===== src/rtl/cip_regs.svh =====
// Constants shared by both ends of the core interrupt and power link.
// Assumes it is included by its bare name from the package and modules.
`ifndef CIP_REGS_SVH
`define CIP_REGS_SVH

// Width of the interrupt request lines and of every priority field.
`define CIP_INT_W        6
// Width of the register shadow set number.
`define CIP_SS_W         4
// Highest vector number an encoded request can carry.
`define CIP_MAX_SRC      63
// Least number of synchroniser stages on a pin input.
`define CIP_SYNC_STAGES  2
// Bit of the written status word that holds the reduced-power bit.
`define CIP_STATUS_RP    27
// Width of the status word that software writes.
`define CIP_STATUS_W     32
// Reset value of every priority and vector field.
`define CIP_PRIO_RST     6'h00
// Reset value of the shadow set number.
`define CIP_SS_RST       4'h0
// Level that the controller drives on the presence strap.
`define CIP_STRAP_ON     1'b1

`endif


===== src/rtl/cip_pkg.sv =====
// Types and the shared priority encoder of the interrupt and power link.
// Assumes cip_regs.svh is on the include path.
`include "cip_regs.svh"

package cip_pkg;

    // Interrupt mode that software selects.
    typedef enum logic [1:0] {
        CIP_MODE_COMPAT = 2'b00,
        CIP_MODE_VECTOR = 2'b01,
        CIP_MODE_EIC    = 2'b10
    } cip_mode_t;

    // Execution state of the core end.
    typedef enum logic [1:0] {
        CIP_ST_RUN     = 2'b00,
        CIP_ST_SLEEP   = 2'b01,
        CIP_ST_HANDLER = 2'b10
    } cip_core_state_t;

    // All state of the core end.
    typedef struct packed {
        cip_core_state_t         st;
        logic                    rp;
        logic                    sleep;
        logic                    ack;
        logic                    taken;
        logic                    busy;
        logic                    cap_eic;
        logic [`CIP_INT_W-1:0]   ipl;
        logic [`CIP_INT_W-1:0]   ripl;
        logic [`CIP_INT_W-1:0]   vector;
        logic [`CIP_SS_W-1:0]    shadow;
    } cip_core_reg_t;

    // All state of the controller end.
    typedef struct packed {
        logic                    strap;
        logic [`CIP_INT_W-1:0]   lines;
        logic [`CIP_INT_W-1:0]   last;
        logic [`CIP_INT_W-1:0]   ipl;
        logic [`CIP_SS_W-1:0]    shadow;
        logic [`CIP_MAX_SRC-1:0] in_service;
    } cip_ctrl_reg_t;

    // Number one above the highest set bit, zero when none is set.
    function automatic logic [`CIP_INT_W-1:0] cip_highest(
        input logic [`CIP_MAX_SRC-1:0] req
    );
        logic [`CIP_INT_W-1:0] res;
        res = `CIP_PRIO_RST;
        for (int i = 0; i < `CIP_MAX_SRC; i++) begin
            if (req[i]) begin
                res = `CIP_INT_W'(i + 1);
            end
        end
        return res;
    endfunction

endpackage


===== src/rtl/cip_if.sv =====
// Link between the processor core end and the interrupt controller end.
// Assumes both ends run on the same core clock; no clocking block.
`timescale 1ns/1ns
`include "cip_regs.svh"

interface cip_if;
    logic [`CIP_INT_W-1:0] int_lines;
    logic [`CIP_SS_W-1:0]  shadow_set_select_in;
    logic                  ext_controller_present_strap;
    logic                  interrupt_ack_pulse;
    logic [`CIP_INT_W-1:0] current_priority_out;
    logic                  reduced_power_hint_out;
    logic                  sleep_ind;

    // Core end: takes requests, drives acknowledge and power hints.
    modport core (
        input  int_lines,
        input  shadow_set_select_in,
        input  ext_controller_present_strap,
        output interrupt_ack_pulse,
        output current_priority_out,
        output reduced_power_hint_out,
        output sleep_ind
    );

    // Controller end: presents requests, watches the acknowledge.
    modport ctrl (
        output int_lines,
        output shadow_set_select_in,
        output ext_controller_present_strap,
        input  interrupt_ack_pulse,
        input  current_priority_out,
        input  reduced_power_hint_out,
        input  sleep_ind
    );
endinterface


===== src/rtl/cip_sync.sv =====
// Multi-stage synchroniser for a vector of asynchronous pin levels.
// Assumes each bit is an independent level; no coherence across bits.
`timescale 1ns/1ns

module cip_sync #(
    parameter int WIDTH  = 1,
    parameter int STAGES = 2
) (
    // Clock and reset.
    input  wire logic             clk_i,
    input  wire logic             srst_i,
    // Asynchronous levels in, synchronised levels out.
    input  wire logic [WIDTH-1:0] async_i,
    output logic      [WIDTH-1:0] sync_o
);

    // All state: one row of flip-flops per stage, stage 0 at the pin.
    typedef struct packed {
        logic [STAGES-1:0][WIDTH-1:0] stage;
    } cip_sync_reg_t;

    cip_sync_reg_t r_q;
    cip_sync_reg_t r_d;

    // Refuse a chain too short to settle metastability.
    initial begin
        if (STAGES < 2 || WIDTH < 1) begin
            $error("cip_sync needs at least two stages and one bit");
        end
    end

    // Shift one stage per clock.  The first stage feeds only the second,
    // so a metastable level never reaches any other logic.
    always_comb begin
        r_d          = r_q;
        r_d.stage[0] = async_i;
        for (int i = 1; i < STAGES; i++) begin
            r_d.stage[i] = r_q.stage[i-1];
        end
    end

    // One register for the whole chain.
    always_ff @(posedge clk_i) begin
        if (srst_i) begin
            r_q <= '0;
        end else begin
            r_q <= r_d;
        end
    end

    assign sync_o = r_q.stage[STAGES-1];

endmodule


===== src/rtl/cip_core_end.sv =====
// Core end of the interrupt and power link: request intake, take and
// acknowledge, sleep after the idle-halt instruction, power hint.
// Assumes the controller end shares SYS_CLK_I and the link interface.
//
// Notes on behaviour
// - Hint output mirrors status reduced-power bit.
// - Idle-halt instruction raises sleep indication; here only in the run state, a handler ignores it.
// - Asleep: clock held, waiting for an interrupt.
// - Presence strap readable as capability field.
// - Controller supplies shadow set, used when servicing.
// - Acknowledge lasts one cycle per interrupt taken in encoded mode.
// - Taken interrupt captures lines into priority field.
// - Controller may advance after seeing acknowledge.
// - Lines active high, read per selected mode.
// - Lines synchronised in non-encoded modes.
// - Controller changes encoded lines on core clock.
// - Lines level sensitive, held until serviced.
// - Compatibility mode: equal priority, no vectors.
// - Controller presents 6-bit vector, 0 to 63.
// - Priority output from status, updated at acknowledge.
`timescale 1ns/1ns
`include "cip_regs.svh"

module cip_core_end #(
    parameter int SYNC_STAGES = `CIP_SYNC_STAGES
) (
    // Clock and reset.
    input  wire logic                      SYS_CLK_I,
    input  wire logic                      SRST_I,
    // Link to the interrupt controller.
    cip_if.core                            LINK,
    // Software view of the status register.
    input  wire logic                      STATUS_WE_I,
    input  wire logic [`CIP_STATUS_W-1:0]  STATUS_WDATA_I,
    input  wire logic [`CIP_INT_W-1:0]     STATUS_IPL_I,
    input  wire logic                      INT_ENABLE_I,
    input  wire logic [`CIP_INT_W-1:0]     INT_MASK_I,
    input  wire cip_pkg::cip_mode_t        INT_MODE_I,
    // Pipeline events.
    input  wire logic                      WAIT_EXEC_I,
    input  wire logic                      ERET_I,
    // Results for the pipeline and for software.
    output logic                           INT_TAKEN_O,
    output logic                           IN_HANDLER_O,
    output logic                           SLEEP_O,
    output logic                           CAP_EIC_O,
    output logic [`CIP_INT_W-1:0]          RIPL_O,
    output logic [`CIP_INT_W-1:0]          VECTOR_O,
    output logic [`CIP_SS_W-1:0]           SHADOW_SET_O
);
    import cip_pkg::*;

    cip_core_reg_t         r_q;
    cip_core_reg_t         r_d;
    logic [`CIP_INT_W:0]   pin_sync;
    logic [`CIP_INT_W-1:0] lines_sync;
    logic                  strap_sync;
    logic                  eic_mode;
    logic [`CIP_INT_W-1:0] lines_use;
    logic [`CIP_INT_W-1:0] lines_masked;
    logic                  req_pending;
    logic [`CIP_INT_W-1:0] vec_sel;

    // Refuse a synchroniser too short to be safe.
    initial begin
        if (SYNC_STAGES < `CIP_SYNC_STAGES) begin
            $error("cip_core_end needs at least two sync stages");
        end
    end

    // Request lines and strap arrive from pins, so they are synchronised
    // before logic looks at them, except the lines that encoded mode reads raw.
    cip_sync #(
        .WIDTH  (`CIP_INT_W + 1),
        .STAGES (SYNC_STAGES)
    ) u_pin_sync (
        .clk_i   (SYS_CLK_I),
        .srst_i  (SRST_I),
        .async_i ({LINK.ext_controller_present_strap, LINK.int_lines}),
        .sync_o  (pin_sync)
    );

    assign lines_sync = pin_sync[`CIP_INT_W-1:0];
    assign strap_sync = pin_sync[`CIP_INT_W];

    // Encoded mode only counts when a controller is strapped present.
    // In that mode the lines come from same-clock logic and are read
    // raw: the synchroniser delays each bit alike but a raw read keeps
    // the acknowledge tied to the value the controller still knows.
    assign eic_mode  = (INT_MODE_I == CIP_MODE_EIC) && r_q.cap_eic;
    assign lines_use = eic_mode ? LINK.int_lines : lines_sync;

    // Active-high levels; no latching, a dropped line is no request.
    assign lines_masked = lines_use & INT_MASK_I;

    // A request counts when it beats the current level (encoded) or
    // when any enabled line is high (the other two modes).
    always_comb begin
        if (eic_mode) begin
            req_pending = (lines_use > STATUS_IPL_I);
        end else begin
            req_pending = |lines_masked;
        end
    end

    // Vector choice per mode.  Compatibility mode treats all six lines
    // alike and hands the pipeline no vector at all.
    always_comb begin
        case (INT_MODE_I)
            CIP_MODE_COMPAT: begin
                vec_sel = `CIP_PRIO_RST;
            end
            CIP_MODE_VECTOR: begin
                vec_sel = cip_highest(`CIP_MAX_SRC'(lines_masked));
            end
            CIP_MODE_EIC: begin
                vec_sel = eic_mode ? lines_use : `CIP_PRIO_RST;
            end
            default: begin
                vec_sel = `CIP_PRIO_RST;
            end
        endcase
    end

    // Next-state logic for all of the end's state.
    always_comb begin
        r_d       = r_q;
        r_d.ack   = 1'b0;
        r_d.taken = 1'b0;

        // The strap is static; reading it every cycle costs nothing.
        r_d.cap_eic = strap_sync;

        // Software writes of the status word carry the power bit.
        if (STATUS_WE_I) begin
            r_d.rp = STATUS_WDATA_I[`CIP_STATUS_RP];
        end

        case (r_q.st)
            CIP_ST_RUN: begin
                // A pending enabled interrupt beats an idle-halt in the same
                // cycle, so an enabled core never sleeps on a ready request.
                if (req_pending && INT_ENABLE_I) begin
                    r_d.st     = CIP_ST_HANDLER;
                    r_d.busy   = 1'b1;
                    r_d.taken  = 1'b1;
                    r_d.ripl   = lines_use;
                    r_d.vector = vec_sel;
                    if (eic_mode) begin
                        r_d.ack    = 1'b1;
                        r_d.ipl    = STATUS_IPL_I;
                        r_d.shadow = LINK.shadow_set_select_in;
                    end else begin
                        r_d.shadow = `CIP_SS_RST;
                    end
                end else if (WAIT_EXEC_I) begin
                    r_d.st    = CIP_ST_SLEEP;
                    r_d.sleep = 1'b1;
                end
            end
            CIP_ST_SLEEP: begin
                // Nothing but a pending request is watched here; the
                // pipeline clock is held by whoever sees the indication.
                if (req_pending) begin
                    r_d.st    = CIP_ST_RUN;
                    r_d.sleep = 1'b0;
                end else begin
                    r_d.sleep = 1'b1;
                end
            end
            CIP_ST_HANDLER: begin
                // One interrupt at a time; the return frees the core.
                if (ERET_I) begin
                    r_d.st   = CIP_ST_RUN;
                    r_d.busy = 1'b0;
                end
            end
            default: begin
                r_d.st    = CIP_ST_RUN;
                r_d.busy  = 1'b0;
                r_d.sleep = 1'b0;
            end
        endcase
    end

    // One register for the whole state.
    always_ff @(posedge SYS_CLK_I) begin
        if (SRST_I) begin
            r_q <= '0;
        end else begin
            r_q <= r_d;
        end
    end

    // Every output is a flip-flop of the state.
    assign LINK.interrupt_ack_pulse    = r_q.ack;
    assign LINK.current_priority_out   = r_q.ipl;
    assign LINK.reduced_power_hint_out = r_q.rp;
    assign LINK.sleep_ind              = r_q.sleep;
    assign INT_TAKEN_O                 = r_q.taken;
    assign IN_HANDLER_O                = r_q.busy;
    assign SLEEP_O                     = r_q.sleep;
    assign CAP_EIC_O                   = r_q.cap_eic;
    assign RIPL_O                      = r_q.ripl;
    assign VECTOR_O                    = r_q.vector;
    assign SHADOW_SET_O                = r_q.shadow;

endmodule


===== src/flat_wrapper.sv =====
// flat-port wrapper written by rule: the top's interface ports become plain ports
module cip_core_end_flat import cip_pkg::*;
#(
    parameter int SYNC_STAGES = `CIP_SYNC_STAGES
)
  (SYS_CLK_I, SRST_I, STATUS_WE_I, STATUS_WDATA_I, STATUS_IPL_I, INT_ENABLE_I, INT_MASK_I, INT_MODE_I, WAIT_EXEC_I, ERET_I, INT_TAKEN_O, IN_HANDLER_O, SLEEP_O, CAP_EIC_O, RIPL_O, VECTOR_O, SHADOW_SET_O, LINK_int_lines, LINK_shadow_set_select_in, LINK_ext_controller_present_strap, LINK_interrupt_ack_pulse, LINK_current_priority_out, LINK_reduced_power_hint_out, LINK_sleep_ind);
  cip_if LINK_i ();
  input  wire logic SYS_CLK_I;
  input  wire logic SRST_I;
  input  wire logic STATUS_WE_I;
  input  wire logic [`CIP_STATUS_W-1:0] STATUS_WDATA_I;
  input  wire logic [`CIP_INT_W-1:0] STATUS_IPL_I;
  input  wire logic INT_ENABLE_I;
  input  wire logic [`CIP_INT_W-1:0] INT_MASK_I;
  input  wire cip_pkg::cip_mode_t INT_MODE_I;
  input  wire logic WAIT_EXEC_I;
  input  wire logic ERET_I;
  output logic INT_TAKEN_O;
  output logic IN_HANDLER_O;
  output logic SLEEP_O;
  output logic CAP_EIC_O;
  output logic [`CIP_INT_W-1:0] RIPL_O;
  output logic [`CIP_INT_W-1:0] VECTOR_O;
  output logic [`CIP_SS_W-1:0] SHADOW_SET_O;
  input wire logic [$bits(LINK_i.int_lines)-1:0] LINK_int_lines;
  input wire logic [$bits(LINK_i.shadow_set_select_in)-1:0] LINK_shadow_set_select_in;
  input wire logic [$bits(LINK_i.ext_controller_present_strap)-1:0] LINK_ext_controller_present_strap;
  output wire logic [$bits(LINK_i.interrupt_ack_pulse)-1:0] LINK_interrupt_ack_pulse;
  output wire logic [$bits(LINK_i.current_priority_out)-1:0] LINK_current_priority_out;
  output wire logic [$bits(LINK_i.reduced_power_hint_out)-1:0] LINK_reduced_power_hint_out;
  output wire logic [$bits(LINK_i.sleep_ind)-1:0] LINK_sleep_ind;
  assign LINK_i.int_lines = LINK_int_lines;
  assign LINK_i.shadow_set_select_in = LINK_shadow_set_select_in;
  assign LINK_i.ext_controller_present_strap = LINK_ext_controller_present_strap;
  assign LINK_interrupt_ack_pulse = LINK_i.interrupt_ack_pulse;
  assign LINK_current_priority_out = LINK_i.current_priority_out;
  assign LINK_reduced_power_hint_out = LINK_i.reduced_power_hint_out;
  assign LINK_sleep_ind = LINK_i.sleep_ind;
  cip_core_end #(.SYNC_STAGES(SYNC_STAGES)) u_core (.SYS_CLK_I(SYS_CLK_I), .SRST_I(SRST_I), .LINK(LINK_i), .STATUS_WE_I(STATUS_WE_I), .STATUS_WDATA_I(STATUS_WDATA_I), .STATUS_IPL_I(STATUS_IPL_I), .INT_ENABLE_I(INT_ENABLE_I), .INT_MASK_I(INT_MASK_I), .INT_MODE_I(INT_MODE_I), .WAIT_EXEC_I(WAIT_EXEC_I), .ERET_I(ERET_I), .INT_TAKEN_O(INT_TAKEN_O), .IN_HANDLER_O(IN_HANDLER_O), .SLEEP_O(SLEEP_O), .CAP_EIC_O(CAP_EIC_O), .RIPL_O(RIPL_O), .VECTOR_O(VECTOR_O), .SHADOW_SET_O(SHADOW_SET_O));
endmodule

===== config.mk =====
export PLATFORM = sky130hd
export DESIGN_NAME = cip_core_end_flat
export DESIGN_NICKNAME = d
export VERILOG_FILES = /design/src/rtl/cip_pkg.sv /design/src/rtl/cip_if.sv /design/src/rtl/cip_sync.sv /design/src/rtl/cip_core_end.sv /design/src/flat_wrapper.sv
export VERILOG_INCLUDE_DIRS = /design/src /design/src/rtl
export SDC_FILE = /design/constraint.sdc
export NUM_CORES = 1
export LEC_CHECK = 0
export BUFFER_PORTS_ARGS = -buffer_cell sky130_fd_sc_hd__buf_2
export CORE_MARGIN = 2
export CORE_UTILIZATION = 49
export CTS_BUF_LIST = sky130_fd_sc_hd__clkbuf_8
export CTS_CLUSTER_SIZE = 40
export DETAILED_ROUTE_END_ITERATION = 10
export PLACE_DENSITY = 0.88
export SLEW_MARGIN = 25
export SYNTH_ARGS = -nofsm -noshare
export SYNTH_HDL_FRONTEND = slang
export SYNTH_SLANG_ARGS = --single-unit

===== constraint.sdc =====
create_clock -name SYS_CLK_I -period 3.9 [get_ports SYS_CLK_I]
set_input_delay 1.17 -clock SYS_CLK_I [delete_from_list [all_inputs] [get_ports SYS_CLK_I]]
set_output_delay 1.17 -clock SYS_CLK_I [all_outputs]
set_load 0.01 [all_outputs]

==> impl_metrics.ini <==
[synthesis]
synthTopCellsByArea = dfxtp_1 42%, buf_4 8.5%, nor2b_1 5.3%
synth_edf_count = 0
netlist_area_mm2 = 0.00211
synth_cell_type_count = 40
yosysTopAreaCellShare = 0.417
synthArstFlopShare = 0
yosysSeqAreaShare = 0.417
synth_cells = 240
ys_warn_count = 0
synth_nets = 311
syn_avg_cell_area_um2 = 8.79
ys_ff_latch = 44
synth_most_common_cell = dfxtp_1
yosysTopAreaCell = dfxtp_1
ys_top_cells_by_count = 44 x dfxtp_1, 24 x buf_4, 20 x a21oi_1, 18 x nor2_1, 18 x nor2b_1
synth_top_flop_cell = dfxtp_1

[timing]
finalSetupTns_ps = 0
max_freq_mhz = 288
worst_pin_slew_ps = 786
hold_viol_final = 0
fin_crit_ps = 3480
setup_viol = 0
drv_slew = 0
holdWs_ps = 438
rsz0062_at_grt = no
fin_skew_ps = 8.58
relSlewSlack = 0.476
min_period_over_period = 0.891

[place]
port_buffers = 60
dpl.hpwl_mm = 3.28
gp_congestion = 0.889

[cts]
cts_resized = 0
postCtsHoldBufs = 0
cts_num_sinks = 44
cts_tree = done
h-tree-depth = 2
cts_setup_buffers = 0
cts_made_buffers = 5
cts_root_buf = clkbuf_8
clock_latency_ps = 300
cts.clk_slew.worst_paths_ps = 80
cts_buffer_depth = 2

[setup_path]
worstPathMaxFanout = 7
crit_path_max_incr_delay_ps = 310
arrival_ps = 3680
cp_num_buf_inv = 4
cp-start-kind = input pin
r2r_setup_slack_ps = 1120
crit_required_ps = 4100
critPathSlowestCell = a32oi_1
worstSetupEndpointType = flip-flop
crit_chain = buf_2, inv_1, ha_1, buf_4, and3_1, a21o_1, ha_1, and4_1, o21ai_0, a32oi_1, o32a_1, buf_4, a21oi_1, a41o_1
crit_type = in -> reg
cpLargestDelayFamily = compound AO/OA/AOI/OAI gates

[routing]
via_per_inst = 5.18
route.detailed.drc = 0
first_pass_iters = 4
vias = 1715
drt_iter0_markers = 123
ant_nets = 0
post_drt_wl_per_cell_um = 13.2
wl_mm = 4.38

[die]
dieWidth_um = 69.6
die-area_mm2 = 0.00485
die_y_um = 69.6
rows = 23
io_pins = 92
initial_core_util = 0.517
coreArea_mm2 = 0.00409

[run_status]
status = complete, no violations

[layout]
fin_nets = 352
fin_util = 0.583
area_growth_pct = 12.8
num_antenna_cells = 0
drive_above_1_share = 0.281

[power]
p_switching_mw = 0.235
power_frac_comb = 0.153
power_frac_clock = 0.306
power-per-cell-area_mw_per_mm2 = 369
pwr-share-seq = 0.541
netSwitchingFraction = 0.267
leakagePower_nw = 1.19
ir_drop_mv = 0.217
p_int_mw = 0.644

[global_routing]
grt_remaining_overflow = 0
grt_pass1_vias = 1618
antenna_found_initial = 0
grt_first_pass_wirelength_mm = 7.23
grt_max_degree = 47
grt_util_all_layers = 0.186

[min_path]
hold_class = reg -> reg

[job]
maxCapViolations = 0
==> placed cells by master, fill, tap and decap left out, types with 2 or more instances in the layout <==
master,count
buf_2,60
dfxtp_1,44
a21oi_1,20
nor2_1,18
nor2b_1,18
nand2_1,17
o21ai_0,11
nor3_1,11
inv_1,9
buf_4,9
nand4_1,8
ha_1,8
mux2i_1,7
clkbuf_8,5
and3_1,3
a21o_1,3
and2_1,2
o21ai_1,2
a211o_1,2
nand3_1,2
o32a_1,2
nand2b_1,2
a41o_1,2
==> through the flow <==
stage | setup WS (ps) | std cells | power [mW] | area (µm²)
4_1_cts | 425 | 331 | 0.887 | 2380
2_1_floorplan | 346 | 240 | 0.580 | 2110
6_report | 425 | 331 | 0.879 | 2380
5_1_grt | 230 | 331 | 0.923 | 2380
3_5_place_dp | 114 | 324 | 0.621 | 2300
3_3_place_gp | 147 | 324 | 0.617 | 2300
==> power groups by stage <==
stage	logic, mW	clock network, mW	registers, mW
floorplan	0.0935	0	0.486
CTS	0.135	0.276	0.476
global route	0.149	0.295	0.478
finish	0.134	0.269	0.476
detailed placement	0.135	0	0.486
global placement	0.132	0	0.486
==> sequential cells by signal, summed over array words and instances (netlist names) <==
| signal | flops |
|---|---|
| u_core.CAP_EIC_O | 1 |
| u_core.INT_TAKEN_O | 1 |
| u_core.IN_HANDLER_O | 1 |
| u_core.LINK.current_priority_out | 6 |
| u_core.LINK.interrupt_ack_pulse | 1 |
| u_core.LINK.reduced_power_hint_out | 1 |
| u_core.LINK.sleep_ind | 1 |
| u_core.RIPL_O | 6 |
| u_core.SHADOW_SET_O | 4 |
| u_core.VECTOR_O | 6 |
| u_core.r_q | 2 |
| u_core.u_pin_sync.r_d | 7 |
| u_core.u_pin_sync.sync_o | 7 |
==> worst reg2reg max path, cell delays in order (launching register included) <==
cell and delay (ps):
dfxtp_1 470, and2_4 220, mux2_4 330, ha_1 290, and4_1 200, o21ai_0 80
a32oi_1 310, o32a_1 290, buf_4 180, a21oi_1 80, a41o_1 230
==> per-layer routing <==
metal	share of wire	vias to the layer above	wire [µm]	track usage
met3	0.050	7	221	0.0480
met1	0.45	772	1980	0.230
met2	0.48	45	2110	0.311
met4	0.015	0	65	0.0705
met5	0	-	0	0
li1	-	891	-	-
==> final cells by class <==
type / instances / area (µm²)
clock buffers: 5 / 68.8
clock inverters: 2 / 8.76
fillers: 367 / 1710
inverters: 8 / 30.0
multi-input cells: 153 / 962
flip-flops and latches: 44 / 881
well taps: 50 / 62.6
repair buffers: 69 / 368
==> cell families after synthesis <==
group / Yosys count / share of synthesized area
and+or+nand+nor: 86 / 0.210
adders and majority gates: 8 / 0.0474
DFF: 44 / 0.417
AOI/OAI and AO/OA: 51 / 0.158
buffers and inverters: 43 / 0.127
muxes: 8 / 0.0403
==> worst paths after layout <==
kind,from,cells past startpoint,to
worst max-delay path,INT_MODE_I[0],14,u_core.VECTOR_O[4]$_SDFFE_PP0P_
worst min-delay path,u_core.u_pin_sync.r_d[13]$_SDFF_PP0_,1,u_core.u_pin_sync.sync_o[6]$_SDFF_PP0_
worst max register to register,u_core.CAP_EIC_O$_SDFF_PP0_,10,u_core.VECTOR_O[4]$_SDFFE_PP0P_
worst min register to register,u_core.u_pin_sync.r_d[13]$_SDFF_PP0_,1,u_core.u_pin_sync.sync_o[6]$_SDFF_PP0_
Note: power is estimated with default switching activity, not from simulation.
